File: config.mk
export PLATFORM = sky130hd
export DESIGN_NAME = oser_regs
export DESIGN_NICKNAME = d
export VERILOG_FILES = /design/src/rtl/oser_pkg.sv /design/src/rtl/oser_regs.sv /design/src/rtl/oser_timer.sv
export SDC_FILE = /design/constraint.sdc
export NUM_CORES = 1
export LEC_CHECK = 0
export BUFFER_PORTS_ARGS = -buffer_cell sky130_fd_sc_hd__buf_2
export CORE_MARGIN = 1
export CORE_UTILIZATION = 45
export CTS_CLUSTER_SIZE = 10
export DETAILED_ROUTE_END_ITERATION = 8
export PLACE_DENSITY = 0.69
export SKIP_CTS_REPAIR_TIMING = 1
export SLEW_MARGIN = 20
export SYNTH_ARGS = -nofsm -noshare
export SYNTH_HDL_FRONTEND = slang
export SYNTH_SLANG_ARGS = --single-unit
File: constraint.sdc
create_clock -name clk -period 2.8 [get_ports clk]
set_input_delay 0.28 -clock clk [delete_from_list [all_inputs] [get_ports clk]]
set_output_delay 0.28 -clock clk [all_outputs]
set_load 0.02 [all_outputs]
File: src/rtl/oser_pkg.sv
// package with constants for the otg status and event register block
// Notes on behaviour
// status bit 9: SE0 held over 2 ms
// status bit 5: remote pull-up attached
// wait 50 us after local pull-up off
// B role: bit 4 shows VBUS above b-valid
// A role: bit 3 shows VBUS above a-session
// B role: bit 2 shows VBUS below b-end
// A role: bit 1 shows VBUS above a-vbus
// status bit 0 mirrors plug sense pin
// status 16 bits, reserved 15-10, 8-6
// event word read 68h, written E8h
// eleven event flags bits 10-0, reset zero
// writing one clears a flag, zero ignored
// change flags set on status bit toggle
// long-SE0 event set after 2 ms SE0
// suspend event set after 3 ms idle
// status writes ignored, reserved read zero
package oser_pkg;
	// clock rate in hertz
	localparam int unsigned CLK_HZ         = 10_000_000;
	// times as printed
	localparam int unsigned SE0_LONG_MS    = 2;
	localparam int unsigned IDLE_SUSP_MS   = 3;
	localparam int unsigned ATTACH_WAIT_US = 50;
	// cycle counts derived from times
	localparam int unsigned SE0_LONG_CYC   = SE0_LONG_MS * (CLK_HZ / 1000);
	localparam int unsigned IDLE_SUSP_CYC  = IDLE_SUSP_MS * (CLK_HZ / 1000);
	localparam int unsigned ATTACH_WAIT_CYC = ATTACH_WAIT_US * (CLK_HZ / 1_000_000);
	// command codes
	localparam logic [7:0]  CMD_EVT_RD     = 8'h68;
	localparam logic [7:0]  CMD_EVT_WR     = 8'he8;
	// status bit positions
	localparam int unsigned ST_LONG_SE0    = 9;
	localparam int unsigned ST_ATTACH      = 5;
	localparam int unsigned ST_B_VALID     = 4;
	localparam int unsigned ST_A_VALID     = 3;
	localparam int unsigned ST_B_END       = 2;
	localparam int unsigned ST_A_VBUS      = 1;
	localparam int unsigned ST_PLUG        = 0;
	// event bit positions
	localparam int unsigned EV_TIMER       = 10;
	localparam int unsigned EV_LONG_SE0    = 9;
	localparam int unsigned EV_SRP         = 8;
	localparam int unsigned EV_RESUME      = 7;
	localparam int unsigned EV_SUSPEND     = 6;
	localparam int unsigned EV_CHG_TOP     = 5;
	// masks of implemented bits
	localparam logic [15:0] STATUS_MASK    = 16'h023f;
	localparam logic [15:0] EVENT_MASK     = 16'h07ff;
	localparam logic [15:0] EVENT_RESET    = 16'h0000;
endpackage

File: src/rtl/oser_regs.sv
// otg status word on its own output and sticky event word on its own output and behind the command port
`timescale 1ns/100ps
module oser_regs #(
	parameter int unsigned SE0_CYC    = oser_pkg::SE0_LONG_CYC,
	parameter int unsigned IDLE_CYC   = oser_pkg::IDLE_SUSP_CYC,
	parameter int unsigned ATTACH_CYC = oser_pkg::ATTACH_WAIT_CYC
) (
	input  wire logic        clk,
	input  wire logic        reset,
	// command port
	input  wire logic        cmd_valid,       // one-cycle command strobe
	input  wire logic [7:0]  cmd_code,        // command code
	input  wire logic [15:0] wr_data,         // data for write commands
	output logic [15:0]      rd_data,         // data for read commands
	output logic             rd_valid,        // read data ready
	// line and comparator inputs
	input  wire logic        se0_line,        // bus in single-ended zero
	input  wire logic        bus_idle,        // bus idle (J state)
	input  wire logic        jk_resume,       // J to K change seen
	input  wire logic        local_pullup_on, // local pull-up on positive line
	input  wire logic        remote_pullup,   // far pull-up sensed
	input  wire logic        vbus_b_valid,    // above b_valid_threshold
	input  wire logic        vbus_a_session,  // above a_session_threshold
	input  wire logic        vbus_b_end,      // below b_end_threshold
	input  wire logic        vbus_a_good,     // above a_vbus_threshold
	input  wire logic        plug_sense_pin,  // plug sense level
	input  wire logic        timer_expired,   // otg timer pulse
	input  wire logic        srp_seen,        // session request pulse
	// state out
	output logic [15:0]      otg_line_status, // status word
	output logic [15:0]      otg_event_flags  // event word
);
	initial begin
		// the attach timer counts one less than the settle time, so two is the floor
		if (SE0_CYC < 1 || IDLE_CYC < 1 || ATTACH_CYC < 2) $error("counts too small");
	end

	// whole state in one struct
	typedef struct packed {
		logic [15:0] status;    // registered status word
		logic [15:0] events;    // sticky event flags
		logic        susp;      // port in suspend
		logic        attach_en; // remote attach detection enabled
		logic [15:0] rd;        // read data
		logic        rdv;       // read valid
	} oser_regs_s;

	oser_regs_s  st_q;
	oser_regs_s  st_d;
	logic        se0_long;    // se0 over 2 ms
	logic        idle_long;   // idle over 3 ms
	logic        pullup_off_long; // local pull-up off long enough
	logic [15:0] status_now;  // status from inputs
	logic [15:0] set_v;       // events firing this cycle
	logic [15:0] clr_v;       // events cleared this cycle

	// se0 duration
	oser_timer #(.LIMIT(SE0_CYC)) u_se0 (
		.clk   (clk),
		.reset (reset),
		.level (se0_line),
		.over  (se0_long)
	);

	// idle duration for suspend
	oser_timer #(.LIMIT(IDLE_CYC)) u_idle (
		.clk   (clk),
		.reset (reset),
		.level (bus_idle),
		.over  (idle_long)
	);

	// settle time after local pull-up switched off
	oser_timer #(.LIMIT(ATTACH_CYC - 1)) u_attach (
		.clk   (clk),
		.reset (reset),
		.level (!local_pullup_on),
		.over  (pullup_off_long)
	);

	// status word assembly
	always_comb begin
		status_now = '0; // reserved bits zero, see see
		status_now[oser_pkg::ST_LONG_SE0] = se0_long;
		// gate at once on the local pull-up, the enable flop lags one cycle
		status_now[oser_pkg::ST_ATTACH]   = st_q.attach_en & !local_pullup_on
			& remote_pullup; // see
		status_now[oser_pkg::ST_B_VALID]  = plug_sense_pin & vbus_b_valid;
		status_now[oser_pkg::ST_A_VALID]  = !plug_sense_pin & vbus_a_session;
		status_now[oser_pkg::ST_B_END]    = plug_sense_pin & vbus_b_end;
		status_now[oser_pkg::ST_A_VBUS]   = !plug_sense_pin & vbus_a_good;
		status_now[oser_pkg::ST_PLUG]     = plug_sense_pin;
	end

	// next state: events, clears, reads
	always_comb begin
		st_d = st_q;
		st_d.attach_en = local_pullup_on ? 1'b0 : pullup_off_long;
		st_d.status = status_now & oser_pkg::STATUS_MASK;
		st_d.susp = idle_long;
		set_v = '0;
		set_v[oser_pkg::EV_TIMER]    = timer_expired;
		set_v[oser_pkg::EV_LONG_SE0] = se0_long & !st_q.status[oser_pkg::ST_LONG_SE0];
		set_v[oser_pkg::EV_SRP]      = srp_seen;
		set_v[oser_pkg::EV_RESUME]   = st_q.susp & jk_resume;
		set_v[oser_pkg::EV_SUSPEND]  = idle_long & !st_q.susp;
		set_v[oser_pkg::EV_CHG_TOP:0] = st_d.status[5:0] ^ st_q.status[5:0];
		clr_v = '0;
		if (cmd_valid && cmd_code == oser_pkg::CMD_EVT_WR) begin
			clr_v = wr_data;
		end
		// set wins over clear
		st_d.events = ((st_q.events & ~clr_v) | set_v) & oser_pkg::EVENT_MASK;
		st_d.rdv = cmd_valid && cmd_code == oser_pkg::CMD_EVT_RD;
		if (st_d.rdv) begin
			st_d.rd = st_q.events;
		end
	end

	// registered state
	always_ff @(posedge clk or posedge reset) begin
		if (reset) begin
			st_q <= '0;
		end else begin
			st_q <= st_d;
		end
	end

	assign otg_line_status = st_q.status;
	assign otg_event_flags = st_q.events;
	assign rd_data = st_q.rd;
	assign rd_valid = st_q.rdv;

	a_event_clear: assert property (@(posedge clk) disable iff (reset)
		cmd_valid && cmd_code == oser_pkg::CMD_EVT_WR && wr_data[oser_pkg::EV_SRP] && !srp_seen
		|=> !otg_event_flags[oser_pkg::EV_SRP]) else $error("write one did not clear");
	a_event_sticky: assert property (@(posedge clk) disable iff (reset)
		otg_event_flags[oser_pkg::EV_TIMER] && !(cmd_valid && cmd_code == oser_pkg::CMD_EVT_WR)
		|=> otg_event_flags[oser_pkg::EV_TIMER]) else $error("flag dropped without clear");
	a_change_flag: assert property (@(posedge clk) disable iff (reset)
		$changed(otg_line_status[oser_pkg::ST_PLUG]) |-> otg_event_flags[0])
		else $error("change flag missed");
	a_reserved_zero: assert property (@(posedge clk) disable iff (reset)
		(otg_line_status & ~oser_pkg::STATUS_MASK) == '0 && otg_event_flags[15:11] == '0)
		else $error("reserved bit set");
	a_plug_mirror: assert property (@(posedge clk) disable iff (reset)
		##1 otg_line_status[oser_pkg::ST_PLUG] == $past(plug_sense_pin))
		else $error("plug bit wrong");
	a_a_role_only: assert property (@(posedge clk) disable iff (reset)
		otg_line_status[oser_pkg::ST_PLUG] |-> !otg_line_status[oser_pkg::ST_A_VALID]
		&& !otg_line_status[oser_pkg::ST_A_VBUS]) else $error("a flags in b role");
	a_b_role_only: assert property (@(posedge clk) disable iff (reset)
		!otg_line_status[oser_pkg::ST_PLUG] |-> !otg_line_status[oser_pkg::ST_B_VALID]
		&& !otg_line_status[oser_pkg::ST_B_END]) else $error("b flags in a role");
	a_se0_event: assert property (@(posedge clk) disable iff (reset)
		$rose(otg_line_status[oser_pkg::ST_LONG_SE0]) |-> otg_event_flags[oser_pkg::EV_LONG_SE0])
		else $error("long se0 event missed");
	a_read_data: assert property (@(posedge clk) disable iff (reset)
		cmd_valid && cmd_code == oser_pkg::CMD_EVT_RD |=> rd_valid && rd_data == $past(otg_event_flags))
		else $error("read data wrong");
	a_attach_gate: assert property (@(posedge clk) disable iff (reset)
		local_pullup_on |=> !otg_line_status[oser_pkg::ST_ATTACH] [*2])
		else $error("attach seen during hold-off");

	// status bits follow their gated inputs one cycle later
	a_long_se0_bit: assert property (@(posedge clk) disable iff (reset)
		##1 otg_line_status[oser_pkg::ST_LONG_SE0] == $past(se0_long))
		else $error("long se0 bit wrong");
	a_attach_level: assert property (@(posedge clk) disable iff (reset)
		otg_line_status[oser_pkg::ST_ATTACH] |-> $past(remote_pullup))
		else $error("attach without far pull-up");
	a_b_valid_level: assert property (@(posedge clk) disable iff (reset)
		##1 otg_line_status[oser_pkg::ST_B_VALID] == $past(plug_sense_pin & vbus_b_valid))
		else $error("b valid bit wrong");
	a_a_valid_level: assert property (@(posedge clk) disable iff (reset)
		##1 otg_line_status[oser_pkg::ST_A_VALID] == $past(!plug_sense_pin & vbus_a_session))
		else $error("a session bit wrong");
	a_b_end_level: assert property (@(posedge clk) disable iff (reset)
		##1 otg_line_status[oser_pkg::ST_B_END] == $past(plug_sense_pin & vbus_b_end))
		else $error("b end bit wrong");
	a_a_vbus_level: assert property (@(posedge clk) disable iff (reset)
		##1 otg_line_status[oser_pkg::ST_A_VBUS] == $past(!plug_sense_pin & vbus_a_good))
		else $error("a vbus bit wrong");

	// event flags latch their triggers on the next edge
	a_suspend_event: assert property (@(posedge clk) disable iff (reset)
		$rose(idle_long) |=> otg_event_flags[oser_pkg::EV_SUSPEND])
		else $error("suspend event missed");
	a_resume_event: assert property (@(posedge clk) disable iff (reset)
		st_q.susp && jk_resume |=> otg_event_flags[oser_pkg::EV_RESUME])
		else $error("resume event missed");
	a_timer_event: assert property (@(posedge clk) disable iff (reset)
		timer_expired |=> otg_event_flags[oser_pkg::EV_TIMER])
		else $error("timer event missed");
	a_srp_event: assert property (@(posedge clk) disable iff (reset)
		srp_seen |=> otg_event_flags[oser_pkg::EV_SRP])
		else $error("session request event missed");
endmodule

File: src/rtl/oser_timer.sv
// saturating duration counter: flags a level held over a cycle count
`timescale 1ns/100ps
module oser_timer #(
	parameter int unsigned LIMIT = 20000
) (
	input  wire logic clk,
	input  wire logic reset,
	input  wire logic level,  // condition being timed
	output logic      over    // level held longer than limit
);
	localparam int unsigned W = $clog2(LIMIT + 2);
	localparam logic [W-1:0] TOP = W'(LIMIT + 1);

	initial begin
		if (LIMIT < 1) $error("limit must be positive");
	end

	// whole state in one struct
	typedef struct packed {
		logic [W-1:0] cnt;  // cycles level has held
	} oser_tmr_s;

	oser_tmr_s st_q;
	oser_tmr_s st_d;

	// count while level holds, saturate above limit
	always_comb begin
		st_d = st_q;
		if (!level) begin
			st_d.cnt = '0;
		end else if (st_q.cnt != TOP) begin
			st_d.cnt = st_q.cnt + W'(1);
		end
	end

	// registered state
	always_ff @(posedge clk or posedge reset) begin
		if (reset) begin
			st_q <= '0;
		end else begin
			st_q <= st_d;
		end
	end

	assign over = (st_q.cnt == TOP);
endmodule

# After elaboration in Yosys (flattened, before gate mapping)
# Index checks and enable logic that the tools add are counted.
# classes
n_addsub,3
n_mul,0
div_mod_pow,0
magnitude_cmp,0
n_eq_ne,10
shifts,0
mux,8
bitwise,13
n_reduce_logical,7
# op_table
op,n
two-way mux 15 bit,4
adder 15 x 1 -> 15 bit (second input constant),2
== test 15 bit (second input constant),2
!= test 15 bit (second input constant),2
two-way mux 9 bit,2
bitwise AND 11 bit,1
two-way mux 11 bit,1
inverter 11 bit,1
OR 11 bit,1
adder 9 x 1 -> 9 bit (second input constant),1
bitwise AND 1 bit,9
== test 9 bit (second input constant),1
!= test 9 bit (second input constant),1
== test 8 x 7 -> 1 bit (second input constant),1
== test 8 bit (second input constant),1
bitwise XOR 6 bit,1
zero test 1 bit,4
!= test 2 x 1 -> 1 bit (second input constant),2
logical AND 1 bit,2
nonzero test 2 bit,1
two-way mux 1 bit,1
# word_totals
ff_bits,71
latchBits,0
ramBits,0
romBits,0
memories,0

# Depth between registers and ports, before layout
# Gate-level depths: netlist of run 1.
# depth
depth_word,6
ltp_mapped,6
mapped_depth_nobuf,6

# By module
# A second synthesis of run 1 with hierarchy kept.
# hier_totals
cells_unflattened,374
hier_area_um2,3896.2
# modules_own_cells
module,n_inst,cells_per_inst,area_each_um2,seq_area_each_um2
oser_regs,1,146,1695.4,800.8
oser_timer at u_se0,1,92,874.6,375.4
oser_timer at u_idle,1,85,837.1,375.4
oser_timer at u_attach,1,51,489.2,225.2

# Least setup slack after synthesis of run 1
# Ideal clock, no wire load.
# synth_timing
path_type,reg-to-reg
start,register u_se0.st_q[1] (netlist name)
end,register u_se0.st_q[1] (netlist name)
setup_time_ns,0.120
arrival_time_ns,1.796
required_time_ns,2.680
setup_slack_ns,0.883
stages_incl_launch_ff,6
path_buffers,0
period_less_slack_ns,1.917
cell_sequence,dfrtp_1 > inv_1 > ha_1 > or4bb_1 > or4_4 > o211a_1
# synth_via
elab_chain_len,3
# synth_lines
item,line,text
"start, declared",oser_timer.sv:23,oser_tmr_s st_q;
"start signal, assigned",oser_timer.sv:41,st_q <= st_d;
adder 15 x 1 -> 15 bit,oser_timer.sv:32,st_d.cnt = st_q.cnt + W'(1);
two-way mux 15 bit,oser_timer.sv:31,end else if (st_q.cnt != TOP) begin
two-way mux 15 bit,oser_timer.sv:29,if (!level) begin
# Parallel ways exist; a longest one is shown, timed or not. The select of a mux whose other input is x is not followed.
# A chain may end at the register's enable or synchronous reset.

# Worst setup path after layout of run 1
# Ends and elaborated chain as after synthesis.

==> load_flow_metrics.sql, run 1 <==
INSERT INTO impl_metrics (metric_group, metric, value, unit) VALUES
('setup_path', 'cp-start-kind', 'register', ''),
('clock_tree', 'tritoncts.num_buffers', '9', ''),
('detailed_routing', 'dr_total_vias', '2703', ''),
('synth', 'synthesis.instances', '363', ''),
('grt', 'wire_length_of_the_first_global_routing_pass', '12000', 'µm'),
('timing', 'post-route-min-period', '2.01', 'ns'),
('setup_path', 'ff2ff_setup_slack', '0.79', 'ns'),
('power', 'worst_ir_drop_vdd', '0.000257', 'V'),
('placement', 'place.port_buffers', '63', ''),
('detailed_routing', 'wl', '6960', 'µm'),
('synth', 'synth_flop_cell', 'sky130_fd_sc_hd__dfrtp_1', ''),
('floorplan', 'floorplan.initialDensity', '0.477', ''),
('power', 'power.static_leakage', '1.80', 'nW'),
('setup_path', 'critical-path-max-stage-delay', '0.52', 'ns'),
('timing', 'fin_worst_skew', '0.0104', 'ns'),
('setup_path', 'cp-end-kind', 'register', ''),
('setup_path', 'critical_path_data_arrival_time', '2.25', 'ns'),
('synth', 'average_instance_area_after_synthesis', '10.4', 'µm²'),
('timing', 'setup_viol', '0', ''),
('finish', 'total_nets_final', '448', ''),
('synth', 'syn-cell-area', '3760', 'µm²'),
('outcome', 'run_status', 'finished, final reports clean', ''),
('synth', 'yosys_warnings', '0', ''),
('detailed_routing', 'initialDrtViolationCount', '113', ''),
('power', 'powerDensity', '506', 'nW/µm²'),
('power', 'p_switching', '541', 'µW'),
('power', 'comb_power_share', '0.087', ''),
('setup_path', 'critPathMaxFanout', '6', ''),
('floorplan', 'rows', '32', ''),
('setup_path', 'worst_path_max_delay_cell', 'sky130_fd_sc_hd__or4_4', ''),
('clock_tree', 'number_of_sinks_driven_by_the_clock_tree', '71', ''),
('grt', 'grt_pass1_vias', '2600', ''),
('finish', 'layout.cells.most_common', 'sky130_fd_sc_hd__dfrtp_1', ''),
('synth', 'synth-edff-count', '0', ''),
('clock_tree', 'clkTransAtPathRegs', '0.08', 'ns'),
('grt', 'globalRouteTotalUtil', '0.175', ''),
('detailed_routing', 'drt_first_pass_iters', '4', ''),
('run', 'drv.max_cap_violation_count', '0', ''),
('power', 'share_clk_of_total_power', '0.394', ''),
('clock_tree', 'number_of_h_tree_branching_levels', '3', ''),
('detailed_routing', 'antenna_left', '0', ''),
('synth', 'async_flop_share', '1.00', ''),
('power', 'finalPower', '2.07', 'mW'),
('floorplan', 'floorplan.die.height', '93.4', 'µm'),
('setup_path', 'cp_cell_sequence', 'inv_1, ha_1, or4bb_1, or4_4, o211a_1', ''),
('detailed_routing', 'routed_via_density', '5.30', ''),
('grt', 'pin_count_of_the_biggest_net_entering_global_routing', '72', ''),
('placement', 'hpwl', '4960', 'µm'),
('placement', 'gpl.final_weighted_congestion', '0.784', ''),
('finish', 'fraction_of_layout_cells_with_a_size_suffix_above_1', '0.240', ''),
('timing', 'setup_total_negative_slack', '0', 'ns'),
('finish', 'multiInputGateArea', '1600', 'µm²'),
('floorplan', 'design.die.area', '8720', 'µm²'),
('timing', 'timing.max_slew.rel_slack', '0.407', ''),
('power', 'power.switching_fraction', '0.261', ''),
('floorplan', 'core_area', '7890', 'µm²'),
('timing', 'final_min_period_over_clock_period', '0.720', ''),
('power', 'seqPwrFrac', '0.519', ''),
('finish', 'diodes', '0', ''),
('power', 'internal_power', '1.53', 'mW'),
('grt', 'antenna_found_initial', '0', ''),
('clock_tree', 'cts_tree', 'built', ''),
('timing', 'unrepaired_setup_endpoints_after_global_routing', 'no', ''),
('hold_path', 'holdCritPathClass', 'in2reg', ''),
('timing', 'timing.fmax', '496', 'MHz'),
('setup_path', 'timing.setup.critical_path_class', 'reg2reg', ''),
('grt', 'grt-ovfl-total', '0', ''),
('clock_tree', 'cts_root_buf', 'sky130_fd_sc_hd__clkbuf_8', ''),
('setup_path', 'cp_data_required_time', '3.03', 'ns'),
('timing', 'slew_viol_final', '0', ''),
('synth', 'number_of_distinct_library_cell_variants_in_the_gate_level_netlist_after_synthesis', '44', '');
## final timing paths
kind                                     from                 end  cells after the start
setup / recovery                u_se0.st_q[1]       u_se0.st_q[1]                      5
min in group asynchronous               reset     u_idle.st_q[11]                      3
max in group asynchronous               reset      u_se0.st_q[12]                      3
hold / removal                 plug_sense_pin  otg_line_status[0]                      1
hold reg to reg            otg_line_status[9]  otg_event_flags[9]                      1
setup reg to reg                u_se0.st_q[1]       u_se0.st_q[1]                      5
## per-stage QoR
stage                     hold slack, ns   util  cells  setup WS, ns
final                              0.118  0.519    510         0.785
after global routing              0.0924  0.519    510         0.658
after CTS                         0.0971  0.519    510         0.782
after detailed placement           0.477  0.494    494         0.696
after global placement             0.469  0.494    494         0.726
after floorplan                    0.311      -    381         0.723
## worst max-delay path, delay by kind of cell (launching register included)
family,cells,cell delay (ns)
compound gates,1,0.23
fa+ha+maj,1,0.12
buf+inv,1,0.08
flops,1,0.44
simple gates,2,1.03
## cells in the mapped netlist (2+ instances only)
cell type	instances	share of area
sky130_fd_sc_hd__nor4_1	7	0.012
sky130_fd_sc_hd__xnor2_1	5	0.012
sky130_fd_sc_hd__nor2b_1	9	0.015
sky130_fd_sc_hd__or3_1	11	0.018
sky130_fd_sc_hd__o31ai_1	9	0.018
sky130_fd_sc_hd__or4b_1	2	0.0053
sky130_fd_sc_hd__buf_4	49	0.098
sky130_fd_sc_hd__or4b_4	2	0.0073
sky130_fd_sc_hd__nor3_1	2	0.0027
sky130_fd_sc_hd__nand3b_1	3	0.0060
sky130_fd_sc_hd__or4bb_1	2	0.0060
sky130_fd_sc_hd__a211o_1	4	0.0093
sky130_fd_sc_hd__nand4b_1	2	0.0047
sky130_fd_sc_hd__a21oi_1	18	0.024
sky130_fd_sc_hd__or4_1	8	0.016
sky130_fd_sc_hd__and2_1	2	0.0033
sky130_fd_sc_hd__mux2_2	12	0.036
sky130_fd_sc_hd__mux2i_1	10	0.027
sky130_fd_sc_hd__clkbuf_1	5	0.0050
sky130_fd_sc_hd__nor2_1	9	0.0090
sky130_fd_sc_hd__xor2_1	6	0.014
sky130_fd_sc_hd__inv_1	14	0.014
sky130_fd_sc_hd__nor4b_1	2	0.0047
sky130_fd_sc_hd__nand4_1	8	0.013
sky130_fd_sc_hd__o211ai_1	3	0.0060
sky130_fd_sc_hd__o22a_1	2	0.0047
sky130_fd_sc_hd__nand2_1	26	0.026
sky130_fd_sc_hd__o41ai_1	3	0.0070
sky130_fd_sc_hd__ha_1	6	0.020
sky130_fd_sc_hd__dfrtp_1	71	0.47
sky130_fd_sc_hd__o21ai_0	12	0.016
sky130_fd_sc_hd__nand3_1	14	0.019
sky130_fd_sc_hd__nand2b_1	14	0.023
## flip-flops by register name, summed over array words and instances (netlist names)
signal and cells:
u_attach.st_q 9, st_q 2, u_se0.st_q 15, otg_event_flags 11
rd_data 11, u_idle.st_q 15, rd_valid 1, otg_line_status 7
## area by class of cell
cell class | instances | share of cell area
repair buffers | 65 | 0.0807
flip-flops and latches | 71 | 0.434
inverters | 16 | 0.0147
clock inverters | 6 | 0.0168
clock buffers | 10 | 0.0312
multi-input cells | 240 | 0.392
well taps | 102 | 0.0312
## logic make-up (layout without fill, tap and decap cells)
family,Yosys count,in the layout,synth area share
other cells,1,19,0.000998
compound gates,56,56,0.0969
xor+xnor,11,11,0.0256
simple gates,126,126,0.202
buf+inv,70,97,0.119
flops,71,71,0.473
fa+ha+maj,6,6,0.0200
mux,22,22,0.0626
## power groups by stage
stage	clock (mW)	combinational, mW	sequential, mW
6_report	0.816	0.181	1.07
5_1_grt	0.887	0.204	1.08
4_1_cts	0.841	0.184	1.07
3_5_place_dp	0	0.183	1.09
3_3_place_gp	0	0.178	1.09
2_1_floorplan	0	0.162	1.09
## layer usage
| metal | vias up | GRT usage | wire (µm) |
|---|---|---|---|
| met5 | - | 0 | 0 |
| met4 | 0 | 0.0603 | 112 |
| met3 | 7 | 0.0496 | 305 |
| met2 | 67 | 0.279 | 3310 |
| met1 | 1317 | 0.228 | 3240 |
| li1 | 1312 | - | - |
(Power assumes the default switching activity.)
==> inputs of run 2 (changes only) <==
==> constraint.sdc (replaced) <==
create_clock -name clk -period 2 [get_ports clk]
set_input_delay 0.2 -clock clk [delete_from_list [all_inputs] [get_ports clk]]
set_output_delay 0.2 -clock clk [all_outputs]
set_load 0.02 [all_outputs]
==> run 2 against run 1 <==
Effect of this change: final cell count rose by 1.8%; setup slack lost 0.69 ns; die area unchanged; hold slack got worse by 0.078 ns; utilization rose by 1.2 points; highest routed layer unchanged.
==> load_flow_metrics.sql, run 2 (synthesis gave the netlist of run 1 again) <==
INSERT INTO impl_metrics (metric_group, metric, value, unit) VALUES
('grt', 'globalRouteTotalUtil', '0.173', ''),
('floorplan', 'floorplan.initialDensity', '0.477', ''),
('setup_path', 'cp_cell_sequence', 'inv_1, ha_1, or4bb_4, or4_4, o211a_1', ''),
('placement', 'hpwl', '4860', 'µm'),
('power', 'powerDensity', '704', 'nW/µm²'),
('outcome', 'run_status', 'finished, final reports clean', ''),
('grt', 'antenna_found_initial', '0', ''),
('timing', 'setup_total_negative_slack', '0', 'ns'),
('finish', 'diodes', '0', ''),
('timing', 'finalHoldViolCount', '0', ''),
('timing', 'final_min_period_over_clock_period', '0.955', ''),
('grt', 'grt-ovfl-total', '0', ''),
('timing', 'timing.fmax', '524', 'MHz'),
('setup_path', 'critical-path-max-stage-delay', '0.54', 'ns'),
('clock_tree', 'number_of_h_tree_branching_levels', '3', ''),
('timing', 'post-route-min-period', '1.91', 'ns'),
('setup_path', 'cp-start-kind', 'register', ''),
('floorplan', 'floorplan.die.height', '93.4', 'µm'),
('floorplan', 'core_area', '7890', 'µm²'),
('timing', 'timing.max_slew.rel_slack', '0.652', ''),
('setup_path', 'cp.depth', '5', ''),
('clock_tree', 'cts-root-to-sink-buffers', '2', ''),
('setup_path', 'logic_depth_of_the_worst_register_to_register_path', '5', ''),
('clock_tree', 'tritoncts.num_buffers', '9', ''),
('detailed_routing', 'wl', '6930', 'µm'),
('finish', 'synth_to_layout_area_growth', '11.5', '%'),
('grt', 'pin_count_of_the_biggest_net_entering_global_routing', '72', ''),
('setup_path', 'cp_data_required_time', '2.23', 'ns'),
('finish', 'mostFrequentLayoutCells', 'sky130_fd_sc_hd__dfrtp_1 (71), sky130_fd_sc_hd__buf_2 (63), sky130_fd_sc_hd__nand2_1 (26)', ''),
('finish', 'layout.cells.most_common', 'sky130_fd_sc_hd__dfrtp_1', ''),
('hold_path', 'count_of_cells_along_the_worst_hold_path', '1', ''),
('clock_tree', 'number_of_sinks_driven_by_the_clock_tree', '71', ''),
('detailed_routing', 'initialDrtViolationCount', '130', ''),
('setup_path', 'worst_path_max_delay_cell', 'sky130_fd_sc_hd__or4_4', ''),
('power', 'finalPower', '2.95', 'mW'),
('finish', 'reg.largest.list', 'u_idle.st_q x15, u_se0.st_q x15', ''),
('clock_tree', 'insertion_delay', '0.34', 'ns'),
('detailed_routing', 'drcViolationCount', '0', ''),
('timing', 'timing_worst_slew_pin_value', '0.521', 'ns'),
('timing', 'slew_viol_final', '0', ''),
('grt', 'wire_length_of_the_first_global_routing_pass', '11900', 'µm'),
('timing', 'setup_viol', '0', ''),
('setup_path', 'cp-end-kind', 'register', ''),
('power', 'worst_ir_drop_vdd', '0.000334', 'V'),
('grt', 'grt_pass1_vias', '2575', ''),
('setup_path', 'worst_path_bufs_invs', '1', ''),
('hold_path', 'holdCritPathClass', 'in2reg', ''),
('detailed_routing', 'antenna_left', '0', ''),
('power', 'power.static_leakage', '1.85', 'nW'),
('timing', 'fin_worst_skew', '0.0112', 'ns'),
('clock_tree', 'cts_tree', 'built', ''),
('setup_path', 'critical_path_data_arrival_time', '2.14', 'ns'),
('floorplan', 'die_width', '93.4', 'µm'),
('finish', 'fin_area', '4190', 'µm²'),
('detailed_routing', 'detail_route.wl_per_cell', '13.4', 'µm'),
('placement', 'placed_area', '3960', 'µm²'),
('detailed_routing', 'drt_first_pass_iters', '4', ''),
('clock_tree', 'cts_root_buf', 'sky130_fd_sc_hd__clkbuf_8', ''),
('run', 'drv.max_cap_violation_count', '0', ''),
('detailed_routing', 'routed_via_density', '5.27', ''),
('placement', 'gpl.final_weighted_congestion', '0.762', ''),
('finish', 'total_nets_final', '457', ''),
('setup_path', 'timing.setup.critical_path_class', 'reg2reg', ''),
('floorplan', 'io_pins', '88', ''),
('finish', 'fraction_of_layout_cells_with_a_size_suffix_above_1', '0.259', ''),
('detailed_routing', 'dr_total_vias', '2734', ''),
('setup_path', 'critPathMaxFanout', '3', ''),
('floorplan', 'rows', '32', ''),
('timing', 'unrepaired_setup_endpoints_after_global_routing', 'no', ''),
('clock_tree', 'clkTransAtPathRegs', '0.08', 'ns'),
('setup_path', 'crit_family', 'simple AND/OR/NAND/NOR gates', ''),
('placement', 'place.port_buffers', '63', ''),
('floorplan', 'design.die.area', '8720', 'µm²');
[run 2: changes by cell type in the layout (fill, tap and decap cells not counted), sizes merged]
cell / change
buf: +8
dlygate4sd3: +1
[run 2: path summary, 6_finish.rpt]
kind,slack [ns],from,endpoint
hold / removal,0.04,plug_sense_pin,otg_line_status[0]
min in group asynchronous,0.48,reset,u_idle.st_q[7]
setup / recovery,0.09,u_se0.st_q[1],u_se0.st_q[1]
setup reg to reg,0.09,u_se0.st_q[1],u_se0.st_q[1]
max in group asynchronous,1.21,reset,rd_data[9]
hold reg to reg,0.50,rd_data[1],rd_data[1]
[run 2: metal layers]
layer	global-route usage	up-vias	part of all wire
li1	-	1334	-
met1	0.219	1317	0.45
met2	0.284	73	0.48
met3	0.0463	10	0.052
met4	0.0654	0	0.019
met5	0	-	0
[run 2: layout make-up]
type | instances | area, µm²
clock inverter | 6 | 68.8
inverter | 16 | 60.1
timing repair buffer | 74 | 413
sequential | 71 | 1780
clock buffer | 10 | 138
fill | 690 | 3700
tap | 102 | 128
multi-input combinational | 240 | 1610
[run 2: where the power goes]
group	internal, mW	switching (mW)	leakage (nW)
sequential	1.47	0.0275	0.928
combinational	0.103	0.171	0.822
clock	0.617	0.563	0.103
[run 2: through the flow]
step	instances	setup slack, ns	hold WS (ns)	utilization
finish	519	0.0908	0.0394	0.531
global route	519	0.0181	0.0183	0.531
CTS	516	0.0656	-0.0531	0.528
detailed placement	500	0.0799	0.323	0.501
global placement	500	0.0904	0.309	0.501
floorplan	381	0.00343	0.231	-
[run 2: worst reg2reg max path, cell delays in order (launching register included)]
cell and delay, ns:
sky130_fd_sc_hd__dfrtp_1 0.38, sky130_fd_sc_hd__inv_1 0.06, sky130_fd_sc_hd__ha_1 0.13, sky130_fd_sc_hd__or4bb_4 0.47
sky130_fd_sc_hd__or4_4 0.55, sky130_fd_sc_hd__o211a_1 0.22
==> inputs of run 3 (changes only) <==
--- a/config.mk
+++ b/config.mk
@@ -5,12 +5,14 @@
 export SDC_FILE = /design/constraint.sdc
 export NUM_CORES = 1
 export LEC_CHECK = 0
+export ABC_CLOCK_PERIOD_IN_PS = 2000
 export BUFFER_PORTS_ARGS = -buffer_cell sky130_fd_sc_hd__buf_2
 export CORE_MARGIN = 1
 export CORE_UTILIZATION = 45
 export CTS_CLUSTER_SIZE = 10
 export DETAILED_ROUTE_END_ITERATION = 8
 export PLACE_DENSITY = 0.69
+export RECOVER_POWER = 25
 export SKIP_CTS_REPAIR_TIMING = 1
 export SLEW_MARGIN = 20
 export SYNTH_ARGS = -nofsm -noshare
==> run 3 against run 2 <==
Effect of this change: critical path type unchanged; via count about the same; critical path depth unchanged; clock skew about the same; critical endpoint unchanged; hold slack improved by 0.036 ns; non-clock buffer count did not move; combinational power shrank 1%; wire length increased by 0.61%; global-route usage did not move; clock power about the same; cell area fell by 0.36%.
==> load_flow_metrics.sql, run 3 (synthesis gave the netlist of run 1 again) <==
INSERT INTO impl_metrics (metric_group, metric, value, unit) VALUES
('detailed_routing', 'drcViolationCount', '0', ''),
('clock_tree', 'tritoncts.num_buffers', '9', ''),
('clock_tree', 'number_of_h_tree_branching_levels', '3', ''),
('detailed_routing', 'wl', '6970', 'µm'),
('timing', 'fin_worst_skew', '0.0113', 'ns'),
('grt', 'grt_pass1_vias', '2575', ''),
('timing', 'timing_worst_slew_pin_value', '0.958', 'ns'),
('finish', 'total_nets_final', '457', ''),
('setup_path', 'critical_path_data_arrival_time', '2.14', 'ns'),
('power', 'comb_power_share', '0.092', ''),
('clock_tree', 'insertion_delay', '0.34', 'ns'),
('timing', 'setup_total_negative_slack', '0', 'ns'),
('setup_path', 'crit_family', 'simple AND/OR/NAND/NOR gates', ''),
('placement', 'post-place-cells', '500', ''),
('detailed_routing', 'initialDrtViolationCount', '156', ''),
('setup_path', 'worst_path_max_delay_cell', 'sky130_fd_sc_hd__or4_4', ''),
('timing', 'unrepaired_setup_endpoints_after_global_routing', 'no', ''),
('detailed_routing', 'dr_total_vias', '2733', ''),
('setup_path', 'cp-start-kind', 'register', ''),
('setup_path', 'critPathMaxFanout', '3', ''),
('floorplan', 'design.die.area', '8720', 'µm²'),
('setup_path', 'cp_data_required_time', '2.23', 'ns'),
('timing', 'post-route-min-period', '1.91', 'ns'),
('power', 'seqPwrFrac', '0.508', ''),
('power', 'worst_ir_drop_vdd', '0.000333', 'V'),
('clock_tree', 'cts-root-to-sink-buffers', '2', ''),
('power', 'power.static_leakage', '1.84', 'nW'),
('placement', 'hpwl', '4860', 'µm'),
('power', 'p_switching', '761', 'µW'),
('finish', 'reg.largest.list', 'u_idle.st_q x15, u_se0.st_q x15', ''),
('clock_tree', 'clkTransAtPathRegs', '0.08', 'ns'),
('power', 'share_clk_of_total_power', '0.400', ''),
('power', 'internal_power', '2.19', 'mW'),
('setup_path', 'cp_cell_sequence', 'inv_1, ha_1, or4bb_4, or4_4, o211a_1', ''),
('setup_path', 'worst_path_bufs_invs', '1', ''),
('setup_path', 'cp-end-kind', 'register', ''),
('finish', 'fillerInstances', '693', ''),
('finish', 'layoutNonFillerInstCount', '519', ''),
('detailed_routing', 'drt_first_pass_iters', '4', ''),
('setup_path', 'timing.setup.critical_path_class', 'reg2reg', ''),
('detailed_routing', 'detail_route.wl_per_cell', '13.4', 'µm'),
('grt', 'globalRouteTotalUtil', '0.173', ''),
('timing', 'final_critical_path_setup_slack', '0.0920', 'ns'),
('finish', 'fin_area', '4180', 'µm²'),
('hold_path', 'holdCritPathClass', 'in2reg', ''),
('finish', 'layout.cells.most_common', 'sky130_fd_sc_hd__dfrtp_1', ''),
('floorplan', 'floorplan.initialDensity', '0.477', ''),
('grt', 'antenna_found_initial', '0', ''),
('timing', 'final_min_period_over_clock_period', '0.954', ''),
('timing', 'hold_ws', '0.0751', 'ns'),
('grt', 'pin_count_of_the_biggest_net_entering_global_routing', '72', ''),
('finish', 'diodes', '0', ''),
('clock_tree', 'number_of_sinks_driven_by_the_clock_tree', '71', ''),
('floorplan', 'rows', '32', ''),
('outcome', 'run_status', 'finished, final reports clean', ''),
('setup_path', 'critical-path-max-stage-delay', '0.54', 'ns'),
('timing', 'slew_viol_final', '0', ''),
('grt', 'grt-ovfl-total', '0', ''),
('power', 'finalPower', '2.95', 'mW'),
('timing', 'timing.fmax', '524', 'MHz'),
('finish', 'mostFrequentLayoutCells', 'sky130_fd_sc_hd__dfrtp_1 (71), sky130_fd_sc_hd__buf_2 (61), sky130_fd_sc_hd__nand2_1 (26)', ''),
('timing', 'timing.max_slew.rel_slack', '0.361', ''),
('timing', 'setup_viol', '0', ''),
('run', 'drv.max_cap_violation_count', '0', ''),
('clock_tree', 'cts_root_buf', 'sky130_fd_sc_hd__clkbuf_8', ''),
('floorplan', 'io_pins', '88', ''),
('clock_tree', 'cts_tree', 'built', ''),
('detailed_routing', 'antenna_left', '0', ''),
('finish', 'synth_to_layout_area_growth', '11.1', '%'),
('floorplan', 'core_area', '7890', 'µm²'),
('placement', 'placed_area', '3960', 'µm²'),
('finish', 'post-route-util', '0.529', ''),
('placement', 'gpl.final_weighted_congestion', '0.762', ''),
('finish', 'fraction_of_layout_cells_with_a_size_suffix_above_1', '0.252', ''),
('timing', 'finalHoldViolCount', '0', ''),
('floorplan', 'floorplan.die.height', '93.4', 'µm'),
('floorplan', 'die_width', '93.4', 'µm'),
('grt', 'wire_length_of_the_first_global_routing_pass', '11900', 'µm'),
('power', 'powerDensity', '706', 'nW/µm²'),
('power', 'power.switching_fraction', '0.258', ''),
('detailed_routing', 'routed_via_density', '5.27', ''),
('placement', 'place.port_buffers', '63', ''),
('placement', 'post-place-ws', '0.0799', 'ns');
-- run 3: cell types whose count changed in the layout (fill, tap and decap cells not counted) --
cell	delta
sky130_fd_sc_hd__and2_0	+2
sky130_fd_sc_hd__and2_1	-2
sky130_fd_sc_hd__buf_12	-1
sky130_fd_sc_hd__buf_2	-2
sky130_fd_sc_hd__clkbuf_1	+2
sky130_fd_sc_hd__clkbuf_4	+1
sky130_fd_sc_hd__clkinv_1	+1
sky130_fd_sc_hd__inv_2	-1
-- run 3: per-layer routing --
layer	vias to the layer above	track usage	routed length (µm)
li1	1334	-	-
met1	1325	0.219	3150
met2	68	0.284	3390
met3	6	0.0463	342
met4	0	0.0654	99
met5	-	0	0
-- run 3: power by group through the flow --
stage                     Combinational, mW  Sequential [mW]  Clock (mW)
final                                 0.270             1.50        1.18
after global routing                  0.303             1.50        1.28
after CTS                             0.273             1.50        1.21
after detailed placement              0.272             1.53           0
after global placement                0.268             1.52           0
after floorplan                       0.226             1.52           0
-- run 3: final timing paths --
| path | startpoint | endpoint | slack (ns) | depth (start not counted) |
|---|---|---|---|---|
| max | u_se0.st_q[1] | u_se0.st_q[1] | 0.09 | 5 |
| min | plug_sense_pin | otg_line_status[0] | 0.08 | 1 |
| max reg2reg | u_se0.st_q[1] | u_se0.st_q[1] | 0.09 | 5 |
| min reg2reg | rd_data[1] | rd_data[1] | 0.50 | 1 |
| max in group asynchronous | reset | u_idle.st_q[14] | 0.66 | 4 |
| min in group asynchronous | reset | u_idle.st_q[7] | 0.72 | 4 |
-- run 3: cell type report --
cell class | count | area, µm² | share of cell area
clock inverter | 6 | 68.8 | 0.0165
tap | 102 | 128 | 0.0306
sequential | 71 | 1780 | 0.426
multi-input combinational | 240 | 1610 | 0.385
clock buffer | 10 | 138 | 0.0330
timing repair buffer | 74 | 398 | 0.0953
inverter | 16 | 60.1 | 0.0144
